$ cat src/logic/vic_pkg.sv
// Purpose: Shared constants for the vectored interrupt controller.
// Assumes: 32-bit AXI4-Lite register access, one clock, synchronous reset.
// Notes: Source index equals priority number; index 0 is the highest.
// Behaviour
// [RULE1] Accept stack-controller, timer/counter and external-pin interrupt requests; the code has no timer/counter source.
// [RULE2] Raise the core request only for pending sources not masked in the mask register.
// [RULE3] With interrupts enabled the core runs an acknowledge cycle, disabling interrupts.
// [RULE4] During acknowledge, drive the vector of the highest-priority pending unmasked source; the code drives it in the following cycle.
// [RULE5] Order: edge NMI 01111, input one 01110, pstack 01101, rstack 01100.
// [RULE6] The core calls the page-zero address held in the vector.
// [RULE7] The core marks interrupt calls and re-enables interrupts on the matching return.
// [RULE8] A still-active cause raises the request again right after the return.
// [RULE9] Clearing the disable flag enables interrupts; setting it disables them.
// [RULE10] Reset sets the disable flag, configuration bit 4, to one.
// [RULE11] The disable bit is write-only, reads zero; read then write-back enables.
// [RULE12] The true disable flag reads at bit 14 of the status register.
// [RULE13] A stack error stays asserted until its stack pointer is rewritten.
// [RULE14] The edge request is latched until acknowledged; level requests follow their source.

`default_nettype none

package vic_pkg;

	localparam int NSRC = 4;
	localparam int SRC_NMI = 0;
	localparam int SRC_EXT1 = 1;
	localparam int SRC_PSTACK = 2;
	localparam int SRC_RSTACK = 3;

	// Vector code of priority 0; each lower priority is one less.
	localparam logic [4:0] VEC_TOP = 5'h0f;

	localparam logic [7:0] OFF_CONFIG = 8'h00;
	localparam logic [7:0] OFF_MASK = 8'h04;
	localparam logic [7:0] OFF_STATUS = 8'h08;
	localparam logic [7:0] OFF_VECTOR = 8'h0c;
	localparam logic [7:0] OFF_EVT_STAT = 8'h10;
	localparam logic [7:0] OFF_EVT_MASK = 8'h14;

	localparam int CFG_DIS_BIT = 4;
	localparam int STAT_DIS_BIT = 14;
	localparam int STAT_REQ_BIT = 15;
	localparam int EVT_ACK_BIT = 4;
	localparam int NEVT = 5;

	localparam logic [15:0] CFG_RESET = 16'h0000;
	localparam logic [15:0] MASK_RESET = 16'hffff;
	localparam logic [NEVT-1:0] EVT_MASK_RESET = 5'h00;

	localparam logic [1:0] RESP_OKAY = 2'h0;
	localparam logic [1:0] RESP_SLVERR = 2'h2;

endpackage

`default_nettype wire

$ cat src/logic/vic_src_if.sv
// Purpose: Carries source state between the conditioning, encoder and top.
// Assumes: One clock domain.
// Notes: Enable bits 3 to 1 are the inverse of the mask register and bit 0 is held high, supplied by the top.

`default_nettype none

interface vic_src_if;
	import vic_pkg::*;

	logic [NSRC-1:0] pending;
	logic [NSRC-1:0] enable;
	logic nmi_clr;
	logic hit;
	logic [4:0] vec_code;

	modport cond (output pending, input nmi_clr);
	modport enc (input pending, input enable, output hit, output vec_code);
	modport top (input pending, output enable, output nmi_clr,
		input hit, input vec_code);
endinterface

`default_nettype wire

$ cat src/logic/vic_top.sv
// Purpose: Vectored interrupt controller with AXI4-Lite registers.
// Assumes: One clock; the core pulses intr_ack_cycle and intr_return.
// Notes: Writes complete two edges after both channels are offered.
//
// The implementer's own choices: the address map and the AXI4-Lite interface to the registers.

`default_nettype none

module vic_top
	import vic_pkg::*;
#(
	parameter int AXI_AW = 8
)
(
	// Clock and reset
	input wire logic aclk,
	input wire logic aresetn,
	// AXI4-Lite write address and data
	input wire logic [AXI_AW-1:0] s_axi_awaddr,
	input wire logic s_axi_awvalid,
	output logic s_axi_awready,
	input wire logic [31:0] s_axi_wdata,
	input wire logic [3:0] s_axi_wstrb,
	input wire logic s_axi_wvalid,
	output logic s_axi_wready,
	// AXI4-Lite write response
	output logic [1:0] s_axi_bresp,
	output logic s_axi_bvalid,
	input wire logic s_axi_bready,
	// AXI4-Lite read
	input wire logic [AXI_AW-1:0] s_axi_araddr,
	input wire logic s_axi_arvalid,
	output logic s_axi_arready,
	output logic [31:0] s_axi_rdata,
	output logic [1:0] s_axi_rresp,
	output logic s_axi_rvalid,
	input wire logic s_axi_rready,
	// Request sources
	input wire logic nmi_in,
	input wire logic ext_irq_one,
	input wire logic pstack_underflow_irq,
	input wire logic rstack_underflow_irq,
	input wire logic pstack_pointer_wr,
	input wire logic rstack_pointer_wr,
	// Core side
	output logic core_intr_req,
	input wire logic intr_ack_cycle,
	input wire logic intr_return,
	output logic [15:0] ext_bus_vector,
	output logic ext_bus_vector_valid,
	// Interrupt to the system
	output logic irq
);

	// The decoder reads the low eight address bits, so fewer cannot work.
	generate
		if (AXI_AW < 8 || AXI_AW > 32)
		begin : g_bad_aw
			$error("AXI_AW must lie between 8 and 32");
		end
	endgenerate

	vic_src_if src ();

	vic_source_cond u_cond (
		.aclk(aclk),
		.aresetn(aresetn),
		.nmi_in(nmi_in),
		.ext_irq_one(ext_irq_one),
		.pstack_underflow_irq(pstack_underflow_irq),
		.rstack_underflow_irq(rstack_underflow_irq),
		.pstack_pointer_wr(pstack_pointer_wr),
		.rstack_pointer_wr(rstack_pointer_wr),
		.src(src.cond)
	);

	vic_prio_enc u_enc (
		.src(src.enc)
	);

	// Register state.
	logic [15:0] config_r;
	logic [15:0] config_nxt;
	logic dis_flag_r;
	logic dis_flag_nxt;
	logic [15:0] mask_r;
	logic [15:0] mask_nxt;
	logic [15:0] vector_r;
	logic vec_valid_r;
	logic [NEVT-1:0] evt_stat_r;
	logic [NEVT-1:0] evt_stat_nxt;
	logic [NEVT-1:0] evt_mask_r;
	logic [NEVT-1:0] evt_mask_nxt;
	logic [NSRC-1:0] pending_d_r;

	// Write channel state.
	logic aw_hold_r;
	logic w_hold_r;
	logic [7:0] awaddr_r;
	logic [31:0] wdata_r;
	logic [3:0] wstrb_r;
	logic bvalid_r;
	logic [1:0] bresp_r;

	// Read channel state.
	logic rvalid_r;
	logic [31:0] rdata_r;
	logic [1:0] rresp_r;

	// Bus decode.
	wire aw_take = s_axi_awvalid & s_axi_awready;
	wire w_take = s_axi_wvalid & s_axi_wready;
	wire ar_take = s_axi_arvalid & s_axi_arready;
	wire wr_go = aw_hold_r & w_hold_r;
	wire [15:0] be16 = {{8{wstrb_r[1]}}, {8{wstrb_r[0]}}};
	wire [15:0] wd16 = wdata_r[15:0];
	wire wr_cfg = wr_go & (awaddr_r == OFF_CONFIG);
	wire wr_mask = wr_go & (awaddr_r == OFF_MASK);
	wire wr_estat = wr_go & (awaddr_r == OFF_EVT_STAT);
	wire wr_emask = wr_go & (awaddr_r == OFF_EVT_MASK);
	wire wr_ro = wr_go & ((awaddr_r == OFF_STATUS) |
		(awaddr_r == OFF_VECTOR));
	wire wr_hit = wr_cfg | wr_mask | wr_estat | wr_emask | wr_ro;
	wire [7:0] ar_off = s_axi_araddr[7:0];

	// Core handshake decode.
	wire ack_hit = intr_ack_cycle & src.hit;
	wire [15:0] vec_addr = {10'h000, src.vec_code, 1'b0}; // RULE6
	wire [NSRC-1:0] new_pend = src.pending & ~pending_d_r;
	wire [NEVT-1:0] evt_set = {ack_hit, new_pend};

	// Mask bit n belongs to priority n; the edge source has no mask bit.
	assign src.enable = {~mask_r[NSRC-1:1], 1'b1}; // RULE2
	assign src.nmi_clr = ack_hit & (src.vec_code == VEC_TOP); // RULE14

	// The request follows live pending state, so a level that is still
	// high when the handler returns raises the core again at once.
	assign core_intr_req = src.hit & ~dis_flag_r; // RULE2 RULE8 RULE9

	// Read data for the address offered on the read channel.
	logic [31:0] rd_word;
	logic rd_ok;

	always_comb
	begin
		rd_word = 32'h0000_0000;
		rd_ok = 1'b1;
		case (ar_off)
			OFF_CONFIG:
			begin
				rd_word[15:0] = config_r;
				rd_word[CFG_DIS_BIT] = 1'b0; // RULE11
			end
			OFF_MASK:
			begin
				rd_word[NSRC-1:1] = mask_r[NSRC-1:1];
			end
			OFF_STATUS:
			begin
				rd_word[NSRC-1:0] = src.pending;
				rd_word[STAT_DIS_BIT] = dis_flag_r; // RULE12
				rd_word[STAT_REQ_BIT] = core_intr_req;
			end
			OFF_VECTOR:
			begin
				rd_word[15:0] = vector_r;
			end
			OFF_EVT_STAT:
			begin
				rd_word[NEVT-1:0] = evt_stat_r;
			end
			OFF_EVT_MASK:
			begin
				rd_word[NEVT-1:0] = evt_mask_r;
			end
			default:
			begin
				rd_ok = 1'b0;
			end
		endcase
	end

	// Next values of the software registers.
	always_comb
	begin
		config_nxt = config_r;
		mask_nxt = mask_r;
		evt_mask_nxt = evt_mask_r;
		evt_stat_nxt = evt_stat_r;
		dis_flag_nxt = dis_flag_r;
		if (wr_cfg)
		begin
			config_nxt = (config_r & ~be16) | (wd16 & be16);
		end
		if (wr_mask)
		begin
			mask_nxt = (mask_r & ~be16) | (wd16 & be16);
		end
		if (wr_emask && wstrb_r[0])
		begin
			evt_mask_nxt = wdata_r[NEVT-1:0];
		end
		if (wr_estat && wstrb_r[0])
		begin
			evt_stat_nxt = evt_stat_r & ~wdata_r[NEVT-1:0];
		end
		// Events arriving with a clear still land.
		evt_stat_nxt = evt_stat_nxt | evt_set;
		// The handler return re-enables; a register write overrides that;
		// an acknowledge in the same cycle wins over both so the vector
		// just taken cannot be chased by a second request.
		if (intr_return)
		begin
			dis_flag_nxt = 1'b0; // RULE7
		end
		if (wr_cfg && wstrb_r[0])
		begin
			dis_flag_nxt = wdata_r[CFG_DIS_BIT]; // RULE9 RULE11
		end
		if (ack_hit)
		begin
			dis_flag_nxt = 1'b1; // RULE3
		end
	end

	always_ff @(posedge aclk)
	begin
		if (!aresetn)
		begin
			config_r <= CFG_RESET;
			dis_flag_r <= 1'b1; // RULE10
			mask_r <= MASK_RESET;
			evt_stat_r <= '0;
			evt_mask_r <= EVT_MASK_RESET;
			pending_d_r <= '0;
		end
		else
		begin
			config_r <= config_nxt;
			dis_flag_r <= dis_flag_nxt;
			mask_r <= mask_nxt;
			evt_stat_r <= evt_stat_nxt;
			evt_mask_r <= evt_mask_nxt;
			pending_d_r <= src.pending;
		end
	end

	// Vector onto the extension bus in the cycle after the acknowledge cycle.
	always_ff @(posedge aclk)
	begin
		if (!aresetn)
		begin
			vector_r <= 16'h0000;
			vec_valid_r <= 1'b0;
		end
		else
		begin
			vec_valid_r <= ack_hit; // RULE4
			if (ack_hit)
			begin
				vector_r <= vec_addr; // RULE4
			end
		end
	end

	assign ext_bus_vector = vector_r;
	assign ext_bus_vector_valid = vec_valid_r;
	assign irq = |(evt_stat_r & evt_mask_r);

	// Write channels: address and data are held separately, so they may
	// arrive in either order; the response waits for both.
	assign s_axi_awready = ~aw_hold_r & ~bvalid_r;
	assign s_axi_wready = ~w_hold_r & ~bvalid_r;

	always_ff @(posedge aclk)
	begin
		if (!aresetn)
		begin
			aw_hold_r <= 1'b0;
			w_hold_r <= 1'b0;
			awaddr_r <= 8'h00;
			wdata_r <= 32'h0000_0000;
			wstrb_r <= 4'h0;
			bvalid_r <= 1'b0;
			bresp_r <= RESP_OKAY;
		end
		else
		begin
			if (aw_take)
			begin
				aw_hold_r <= 1'b1;
				awaddr_r <= s_axi_awaddr[7:0];
			end
			if (w_take)
			begin
				w_hold_r <= 1'b1;
				wdata_r <= s_axi_wdata;
				wstrb_r <= s_axi_wstrb;
			end
			if (wr_go)
			begin
				aw_hold_r <= 1'b0;
				w_hold_r <= 1'b0;
				bvalid_r <= 1'b1;
				bresp_r <= wr_hit ? RESP_OKAY : RESP_SLVERR;
			end
			else if (bvalid_r && s_axi_bready)
			begin
				bvalid_r <= 1'b0;
			end
		end
	end

	assign s_axi_bvalid = bvalid_r;
	assign s_axi_bresp = bresp_r;

	// Read channel: one read at a time, answered on the next edge.
	assign s_axi_arready = ~rvalid_r;

	always_ff @(posedge aclk)
	begin
		if (!aresetn)
		begin
			rvalid_r <= 1'b0;
			rdata_r <= 32'h0000_0000;
			rresp_r <= RESP_OKAY;
		end
		else if (ar_take)
		begin
			rvalid_r <= 1'b1;
			rdata_r <= rd_word;
			rresp_r <= rd_ok ? RESP_OKAY : RESP_SLVERR;
		end
		else if (rvalid_r && s_axi_rready)
		begin
			rvalid_r <= 1'b0;
		end
	end

	assign s_axi_rvalid = rvalid_r;
	assign s_axi_rdata = rdata_r;
	assign s_axi_rresp = rresp_r;

endmodule

`default_nettype wire

$ cat src/logic/vic_source_cond.sv
// Purpose: Turns raw request inputs into pending flags.
// Assumes: Inputs are synchronous to aclk.
// Notes: Stack error inputs are one-cycle error pulses from the stack units.

`default_nettype none

module vic_source_cond
	import vic_pkg::*;
(
	// Clock and reset
	input wire logic aclk,
	input wire logic aresetn,
	// Request sources
	input wire logic nmi_in,
	input wire logic ext_irq_one,
	input wire logic pstack_underflow_irq,
	input wire logic rstack_underflow_irq,
	input wire logic pstack_pointer_wr,
	input wire logic rstack_pointer_wr,
	// Pending flags
	vic_src_if.cond src
);

	logic nmi_d_r;
	logic nmi_lat_r;
	logic pstack_err_r;
	logic rstack_err_r;
	logic nmi_rise;

	assign nmi_rise = nmi_in & ~nmi_d_r;

	// A new edge in the acknowledge cycle wins over the clear.
	always_ff @(posedge aclk)
	begin
		if (!aresetn)
		begin
			nmi_d_r <= 1'b0;
			nmi_lat_r <= 1'b0;
			pstack_err_r <= 1'b0;
			rstack_err_r <= 1'b0;
		end
		else
		begin
			nmi_d_r <= nmi_in;
			nmi_lat_r <= nmi_rise | (nmi_lat_r & ~src.nmi_clr); // RULE14
			pstack_err_r <= pstack_underflow_irq |
				(pstack_err_r & ~pstack_pointer_wr); // RULE13
			rstack_err_r <= rstack_underflow_irq |
				(rstack_err_r & ~rstack_pointer_wr); // RULE13
		end
	end

	assign src.pending[SRC_NMI] = nmi_lat_r; // RULE14
	assign src.pending[SRC_EXT1] = ext_irq_one; // RULE14
	assign src.pending[SRC_PSTACK] = pstack_err_r; // RULE1
	assign src.pending[SRC_RSTACK] = rstack_err_r; // RULE1

endmodule

`default_nettype wire

$ cat src/logic/vic_prio_enc.sv
// Purpose: Picks the highest-priority pending enabled source and its vector.
// Assumes: Index 0 is the highest priority.
// Notes: Purely combinational.

`default_nettype none

module vic_prio_enc
	import vic_pkg::*;
(
	// Source state
	vic_src_if.enc src
);

	logic [NSRC-1:0] act;
	logic [NSRC:0] above;
	logic [NSRC-1:0] win;
	logic [4:0] sel;

	assign act = src.pending & src.enable; // RULE2
	assign above[0] = 1'b0;

	genvar i;
	generate
		for (i = 0; i < NSRC; i++)
		begin : g_prio
			assign above[i+1] = above[i] | act[i];
			assign win[i] = act[i] & ~above[i]; // RULE5
		end
	endgenerate

	always_comb
	begin
		sel = 5'h00;
		for (int k = 0; k < NSRC; k++)
		begin
			if (win[k])
			begin
				sel = 5'(k);
			end
		end
	end

	assign src.hit = above[NSRC];
	assign src.vec_code = src.hit ? (VEC_TOP - sel) : 5'h00; // RULE5

endmodule

`default_nettype wire

$ cat config.mk
export PLATFORM = sky130hd
export DESIGN_NAME = vic_top
export DESIGN_NICKNAME = d
export VERILOG_FILES = /design/src/logic/vic_pkg.sv /design/src/logic/vic_src_if.sv /design/src/logic/vic_top.sv /design/src/logic/vic_source_cond.sv /design/src/logic/vic_prio_enc.sv
export SDC_FILE = /design/constraint.sdc
export NUM_CORES = 1
export LEC_CHECK = 0
export ABC_AREA = 1
export CAP_MARGIN = 20
export CORE_MARGIN = 2
export CORE_UTILIZATION = 49
export CTS_CLUSTER_SIZE = 10
export DETAILED_ROUTE_END_ITERATION = 16
export DONT_BUFFER_PORTS = 1
export PLACE_DENSITY = 0.77
export SLEW_MARGIN = 15
export SYNTH_ARGS = -nofsm -noshare
export SYNTH_HDL_FRONTEND = slang
export SYNTH_SLANG_ARGS = --single-unit
$ cat constraint.sdc
create_clock -name aclk -period 1.3 [get_ports aclk]
set_input_delay 0.195 -clock aclk [delete_from_list [all_inputs] [get_ports aclk]]
set_output_delay 0.195 -clock aclk [all_outputs]
set_load 0.1 [all_outputs]
==> key figures, run 1 <==
STA
  • Rel. slew slack: 0.655
  • Fin. Hold Viols: 13
  • Unrepaired setup endpoints after global routing: yes
  • Skew final: 11.0 ps
  • Final period utilization: 1.18
  • Final setup TNS: -4330 ps
  • Crit path time final: about 1500 ps
  • Max Fclk: 654 MHz
  • Slew Viols, Final: 0
  • Setup ws final: -230 ps
  • Final setup fails: 36
  • Worst-margin pin slew: 516 ps
  • WHS: -30.2 ps

Clock network
  • CTS Sinks: around 90
  • TritonCTS clock tree: built
  • Root buffer cell: clkbuf_8
  • CTS Buffer Depth: 2
  • H-tree depth: 3
  • Total CTS buffers: 9
  • Clk_lat worst skew: 360 ps
  • Clock transition at path regs: 80 ps

Worst setup path
  • CP required: 1110 ps
  • Critical path class: register to output port
  • Crit path launch type: register
  • Setup crit end kind: output port
  • Crit-path max FO: 2
  • Crit path DAT: 1340 ps

Route
  • Detailed-route vias per instance: 5.36
  • Drt drc: 0
  • Pre-Repair DR Iteration Count: 5
  • Metal3 WL: about 900 um
  • Post-Route WL: approximately 11 mm
  • Met1 WL: around 4.5 mm
  • Iteration-0 DRC Markers: 256
  • Via count: 3750
  • Routed wl met2: 5.60 mm
  • Antenna viol nets, final: 0
  • Wirelength per Cell: ~16 um
  • Top layer in use: met4

Place
  • DP HPWL: 6.29 mm
  • IO Port Bufs: 0
  • RD Place Congestion: 0.933
  • Dpl ws: -124 ps
  • Placed insts: about 640

Die
  • Die Y: 92.3 um
  • Core area: 0.00765 mm^2
  • Die width: 92.3 um
  • Die area: approximately 0.0085 mm^2
  • Initial core utilization: 0.500
  • Number of placement rows: 32
  • I/O Pins: 127

Run
  • Total of max-cap violations: 0

Power
  • P_int: 4270 uW
  • Power Total: 6690 uW
  • Sequential share of power: 0.451
  • Switch Pwr: ~2400 uW
  • Power density over cell area: 1280 mW/mm^2
  • Leak: 0.00226 uW
  • Worst vdd ir: 742 uV
  • Comb pwr share: 0.274
  • Switching share of power: 0.362
  • Clk network pwr share: 0.275

Logic synthesis
  • Post-synth EDFFs: 0
  • Post-synthesis cell area: 0.00382 mm^2
  • Ys flop type: dfxtp_1
  • Syn. warnings: 0
  • Sequential area share after synthesis: 0.466
  • Post-synthesis cell count: 502
  • Synthesized flop and latch total: just under 90
  • Async S/R FF share, synth: 0
  • Post-synth cell types: 34
  • Syn_area_per_cell: 7.62 um^2

Final layout
  • Layout Utilization: 0.685
  • Syn-to-layout area delta: 37.0%
  • Post-layout nets: 660
  • Share of layout cells above drive strength 1: 0.342
  • ANT cells: 0
  • Most frequent cells in the layout: 73 x dfxtp_1, 56 x buf_4, 55 x nand2_1, 47 x nor2_1, 46 x inv_1
  • Non-Filler Instances: 699
  • Most common cell after layout, fill and taps aside: dfxtp_1

Hold path
  • Hold WC Path Type: input port to register

Global route
  • Largest net degree at the start of global routing: 76
  • Initial antenna violation count: 0
  • GRT Total Usage: 0.238
  • First-pass GRT wire length: 16.2 mm
  • Vias in the first global route: 3424
  • GRT overflow: 0

Run status
  • Status: finished, violations left
  • Failing checks: hold timing, setup timing
through the flow:
step           hold WS (ps)  area (um^2)
4_1_cts               -60.2         4970
2_1_floorplan           298         4070
3_3_place_gp            302         4300
6_report              -30.2         5240
3_5_place_dp            310         4300
5_1_grt               -14.7         5240
worst max-delay path: stages, from the launching register on:
cell	delay (ps)
dfxtp_2	340
inv_2	40
nand2_2	70
nand2_2	90
nor3_4	190
nor2_4	80
buf_12	170
cell type report:
cell class	instances	area, um^2
Inverter	57	233
Multi-Input combinational cell	340	1990
Tap cell	102	128
Clock inverter	3	42.5
Sequential cell	89	1810
Timing Repair Buffer	96	902
Fill cell	568	2410
Clock buffer	12	135
path summary, 6_finish.rpt:
kind | cells past startpoint | start | to | slack, ps
worst max-delay path | 6 | register | core_intr_req | -230
worst min-delay path | 2 | aresetn | awaddr_r[0] | -30
worst max register to register | 9 | awaddr_r[0] | evt_stat_r[0] | -180
worst min register to register | 1 | u_cond.nmi_d_r | u_cond.nmi_lat_r | 450
cell usage after synthesis (2+ instances only):
library cell / instances / area share
dfxtp_1: 89 / 0.47
nand2_1: 66 / 0.065
buf_2: 3 / 0.0039
buf_4: 31 / 0.061
nand4_1: 2 / 0.0033
o211ai_1: 3 / 0.0059
nor2_1: 54 / 0.053
nor3_1: 4 / 0.0052
a21oi_2: 2 / 0.0046
o21ai_2: 2 / 0.0046
o21ai_0: 69 / 0.090
nand2_2: 5 / 0.0082
nor3_4: 2 / 0.0085
a21oi_1: 55 / 0.072
o21bai_1: 4 / 0.0079
o22ai_1: 5 / 0.0082
clkinv_1: 2 / 0.0020
clkbuf_1: 11 / 0.011
nor2_4: 3 / 0.0088
inv_1: 54 / 0.053
nand3_1: 18 / 0.024
nor2_2: 6 / 0.0098
metal layers:
metal	global-route usage	up-vias
met5	0	-
met4	0.104	0
met1	0.301	1744
li1	-	1776
met3	0.0610	36
met2	0.384	194
cell families after synthesis:
kind of cell,Yosys count,synth area share
compound gates,145,0.204
simple gates,163,0.193
buf+inv,104,0.135
flops,89,0.466
other cells,1,0.000981
timing repair:
action,4_1_cts,5_1_grt
buffers inserted,16,9
pin swaps,29,18
cloned,2,0
gates resized for setup,86,50
hold endpoints to repair,62,35
setup endpoints to repair,33,57
hold buffers,15,4
power by group through the flow:
stage               Clock, uW  Combinational, uW  Sequential (uW)
floorplan                   0               1040             3330
global placement            0               1450             3040
detailed placement          0               1460             3040
CTS                      1820               1670             3000
global route             1970               1920             3030
finish                   1840               1830             3020
Note: power is estimated with default switching activity, not from simulation.
==> run 2, diff against run 1 <==
PLACE_DENSITY = 0.75   (was 0.77)
clock period = 1.65 ns   (was 1.3 ns; I/O delays follow)
==> run 2 against run 1 <==
Net effect:
- the run ends with setup timing left
- utilization shrank 9.5 points
- setup slack gained 220 ps
- critical path depth is the same
- design area shrank 14%
- wire length shrank 23%
- combinational power shrank 39%
- register-to-register slack gained 360 ps
- via count shrank 13%
- worst hold slack gained 46 ps
- sequential share of layout area grew 5.4 points
- highest routed layer unchanged
==> key figures, run 2 (synthesized netlist as in run 1, its figures left out) <==
Final layout
  • Most frequent cells in the layout: 77 x dfxtp_1, 63 x nand2_1, 60 x o21ai_0, 55 x a21oi_1
  • ANT cells: 0
  • Post-layout instance area: 0.00451 mm^2
  • Layout Utilization: 0.590
  • Share of layout cells above drive strength 1: 0.192
  • Post-layout nets: 608
  • Syn-to-layout area delta: 17.9%
  • Most common cell after layout, fill and taps aside: dfxtp_1

Route
  • Top layer in use: met4
  • Iteration-0 DRC Markers: 205
  • Drt drc: 0
  • Via count: around 3300
  • Post-Route WL: 8.76 mm
  • Met1 WL: 3.95 mm
  • Antenna viol nets, final: 0
  • Detailed-route vias per instance: about 5.0
  • Wirelength per Cell: between 10 and 15 um
  • Routed wl met2: 3.92 mm
  • Metal3 WL: roughly 730 um
  • Pre-Repair DR Iteration Count: 5

Worst setup path
  • Crit path DAT: ~1400 ps
  • Crit path launch type: register
  • CP required: 1400 ps
  • Crit-path max FO: 4
  • Setup crit end kind: output port
  • Critical path class: register to output port

Place
  • DP HPWL: 5.96 mm
  • RD Place Congestion: 0.930
  • Area of placed instances: 0.00405 mm^2
  • IO Port Bufs: 0

Clock network
  • Root buffer cell: clkbuf_8
  • CTS Buffer Depth: 2
  • H-tree depth: 3
  • TritonCTS clock tree: built
  • Total CTS buffers: 9
  • Clock transition at path regs: approximately 90 ps
  • CTS Sinks: between 80 and 90
  • Clk_lat worst skew: 350 ps

Hold path
  • Hold WC Path Type: input port to register

STA
  • Crit path time final: 1660 ps
  • Unrepaired setup endpoints after global routing: yes
  • Worst-margin pin slew: ~550 ps
  • Setup ws final: -7.54 ps
  • Final setup TNS: -7.54 ps
  • WHS: between 15 and 20 ps
  • Final setup fails: 1
  • Max Fclk: 603 MHz
  • Final period utilization: 1.00
  • Slew Viols, Final: 0
  • Skew final: between 7 and 8 ps
  • Fin. Hold Viols: 0
  • Rel. slew slack: 0.630

Global route
  • Largest net degree at the start of global routing: just over 70
  • Vias in the first global route: ~2900
  • GRT Total Usage: 0.211
  • GRT overflow: 0
  • Initial antenna violation count: 0
  • First-pass GRT wire length: 14.1 mm

Die
  • Core area: 0.00765 mm^2
  • Number of placement rows: 32
  • Die Y: 92.3 um
  • Initial core utilization: 0.500
  • Die width: 92.3 um
  • I/O Pins: 127
  • Die area: 0.00853 mm^2

Power
  • Sequential share of power: 0.444
  • Switch Pwr: 1740 uW
  • Power density over cell area: 1180 mW/mm^2
  • Leak: 0.00197 uW
  • P_int: 3570 uW
  • Clk network pwr share: 0.347
  • Worst vdd ir: roughly 570 uV
  • Comb pwr share: 0.209
  • Switching share of power: 0.327
  • Power Total: 5310 uW

Run status
  • Failing checks: setup timing
  • Status: finished, violations left

Run
  • Total of max-cap violations: 0
-- run 2: cell types whose count changed in the layout (fill, tap and decap cells not counted), sizes merged --
cell         before  now
bufinv            1    3
nor2             64   63
nand3            20   19
clkinvlp          2    1
buf              79   39
dlygate4sd3      17    7
-- run 2: stage by stage --
step / setup slack, ps / cells
3_3_place_gp: 177 / 619
5_1_grt: -66.4 / 648
2_1_floorplan: -240 / 531
4_1_cts: 4.35 / 644
3_5_place_dp: 120 / 619
6_report: -7.54 / 648
-- run 2: repair_timing --
| item | CTS | global route |
|---|---|---|
| endpoints found under the hold margin | 9 | 0 |
| endpoints found under the setup margin | 2 | 6 |
| pin swaps | 4 | 6 |
| hold buffers | 7 | 0 |
| buffers inserted | 2 | 4 |
| gates resized for setup | 21 | 11 |
-- run 2: area by class of cell --
cell class | count | area, um^2
multi-input combinational | 338 | 1710
timing repair buffer | 46 | 392
inverter | 57 | 223
tap | 102 | 128
fill | 713 | 3140
clock inverter | 4 | 98.8
clock buffer | 12 | 155
sequential | 89 | 1800
-- run 2: final timing paths --
path,startpoint,to,slack (ps),depth (start not counted)
worst max-delay path,u_cond.nmi_lat_r,core_intr_req,-8,6
worst min-delay path,nmi_in,u_cond.nmi_d_r,20,2
worst max register to register,aw_hold_r,evt_stat_r[3],180,6
worst min register to register,u_cond.nmi_d_r,u_cond.nmi_lat_r,410,1
-- run 2: worst max-delay path, cell delays in order, from the launching register on --
cell and delay (ps):
dfxtp_2 350, inv_1 100, nand2_4 70, nor3_4 210, buf_6 130, nor2_4 40, buf_12 160
-- run 2: per-layer routing --
layer | track usage | vias to the layer above
met5 | 0 | -
met4 | 0.0871 | 0
met3 | 0.0667 | 14
met2 | 0.318 | 153
met1 | 0.281 | 1448
li1 | - | 1653
-- run 2: power by group through the flow --
stage / registers (uW) / logic, uW / clock network, uW
floorplan: 2620 / 774 / 0
global placement: 2400 / 1060 / 0
detailed placement: 2400 / 1070 / 0
CTS: 2360 / 1100 / 1880
global route: 2370 / 1180 / 1990
finish: 2360 / 1110 / 1840
==> run 3, diff against run 2 <==
RECOVER_POWER = 50   (was default)
==> run 3 against run 2 <==
Net effect:
- the flow still finishes with violations (setup timing)
- clock-buffer cell count did not move
- first-iteration DRC count grew 0.49%
- sequential share of layout area up 0.17 points
- largest power group unchanged
==> key figures, run 3 (synthesized netlist as in run 1, its figures left out) <==
Power
  • Worst vdd ir: 567 uV
  • Power density over cell area: 1180 mW/mm^2
  • Leak: about 0.002 uW
  • Power Total: 5300 uW

Route
  • Detailed-route vias per instance: ~5
  • Iteration-0 DRC Markers: between 200 and 250
  • Drt drc: 0
  • Antenna viol nets, final: 0
  • Wirelength per Cell: 13.5 um
  • Post-Route WL: slightly below 9 mm
  • Via count: 3241
  • Pre-Repair DR Iteration Count: 5

Run status
  • Status: finished, violations left
  • Failing checks: setup timing

STA
  • Worst-margin pin slew: 560 ps
  • Skew final: 8.43 ps
  • Crit path time final: around 1700 ps
  • Setup ws final: -10.4 ps
  • Final period utilization: 1.01
  • Fin. Hold Viols: 0
  • Slew Viols, Final: 0
  • Max Fclk: approximately 600 MHz
  • Unrepaired setup endpoints after global routing: yes
  • Rel. slew slack: 0.627
  • Final setup fails: 1

Clock network
  • Total CTS buffers: 9
  • CTS Buffer Depth: 2
  • CTS Sinks: 89
  • Clock transition at path regs: 90 ps
  • H-tree depth: 3
  • Clk_lat worst skew: 350 ps
  • Root buffer cell: clkbuf_8
  • TritonCTS clock tree: built

Place
  • IO Port Bufs: 0
  • RD Place Congestion: roughly 0.93
  • Area of placed instances: 0.00405 mm^2
  • DP HPWL: 5.96 mm
  • Placed insts: 619

Die
  • Die area: 0.00853 mm^2
  • I/O Pins: around 130
  • Core area: 0.00765 mm^2
  • Die width: 92.3 um
  • Initial core utilization: 0.500
  • Die Y: 92.3 um
  • Number of placement rows: 32

Final layout
  • Share of layout cells above drive strength 1: 0.185
  • Post-layout nets: 608
  • Most common cell after layout, fill and taps aside: dfxtp_1
  • Fillers: 715
  • Syn-to-layout area delta: 17.3%
  • ANT cells: 0
  • Layout Utilization: 0.587
  • Non-Filler Instances: about 650
  • Most frequent cells in the layout: 78 x dfxtp_1, 64 x nand2_1, 61 x o21ai_0, 55 x a21oi_1, 51 x nor2_1
  • Post-layout instance area: 0.00449 mm^2

Worst setup path
  • Crit-path max FO: 4
  • Setup crit end: core_intr_req
  • CP startpoint: u_cond.nmi_lat_r
  • Reg2Reg Depth: 9
  • Reg2reg start: u_cond.nmi_lat_r
  • Slowest stage delay, CP: 350 ps
  • CP cell instances: inv_1 > nand2_4 > nor3_4 > buf_6 > nor2_4 > buf_12
  • Crit path DAT: 1410 ps
  • Crit path launch type: register
  • Setup crit end kind: output port
  • Critical path class: register to output port
  • Crit-path slowest cell: dfxtp_2
  • CP required: between 1000 and 1500 ps
  • Slack of the worst reg-to-reg path: 200 ps
  • Critical R2R Capture: dis_flag_r

Hold path
  • Hold WC Path Type: input port to register
  • Cell depth of the worst min-delay path: 2

Global route
  • First-pass GRT wire length: 14.1 mm
  • Largest net degree at the start of global routing: 72
  • GRT Total Usage: 0.211
  • Vias in the first global route: about 2900
  • Initial antenna violation count: 0
  • GRT overflow: 0

Run
  • Total of max-cap violations: 0
## run 3: changes by cell type in the layout (fill, tap and decap cells not counted), sizes merged
| cell | previous run | this run |
|---|---|---|
| buf | 39 | 38 |
| clkbuf | 12 | 13 |
| clkinv | 3 | 2 |
| clkinvlp | 1 | 2 |
## run 3: what timing repair did
action,in CTS,in global routing
buffers inserted,2,4
gates resized for setup,21,11
endpoints found under the hold margin,9,0
pin swaps,4,6
setup endpoints to repair,2,6
hold buffers,7,0
## run 3: area by class of cell
type	instances	area, um^2	share of cell area
timing repair buffer	46	389	0.0867
clock buffer	12	155	0.0346
multi-input combinational	338	1690	0.378
inverter	57	221	0.0494
clock inverter	4	98.8	0.0220
tap	102	128	0.0284
sequential	89	1800	0.401
## run 3: report_power, final
part | internal (uW) | switching, uW | total (uW)
clock | 1090 | 751 | 1840
sequential | 2280 | 77.1 | 2350
combinational | 200 | 903 | 1100
## run 3: critical path: cells and delay by family (launching register included)
kind	cells	cell delay, ps
flops	1	350
buf+inv	3	390
simple gates	3	320
## run 3: worst min-delay path by stage
stage | startpoint | endpoint | slack, ps
after floorplan | intr_return | dis_flag_r | 350
after CTS | ext_irq_one | pending_d_r[1] | 0.3
after global placement | intr_return | dis_flag_r | 350
after global routing | aresetn | register | 1
after detailed placement | aresetn | register | 360
final | nmi_in | u_cond.nmi_d_r | 10
## run 3: per-stage QoR
step                TNS [ps]  hold WS [ps]  setup WS, ps
floorplan              -3510           351          -240
global placement           0           355           177
detailed placement         0           362           120
CTS                        0         0.270          4.35
global route            -118          1.31         -66.4
finish                 -10.4          14.7         -10.4
## run 3: per-layer routing
layer  vias up  GRT usage  routed length (um)
li1       1651          -                   -
met4         0     0.0871                 155
met1      1434      0.281                3910
met2       142      0.318                3900
met3        14     0.0667                 761
met5         -          0                   0
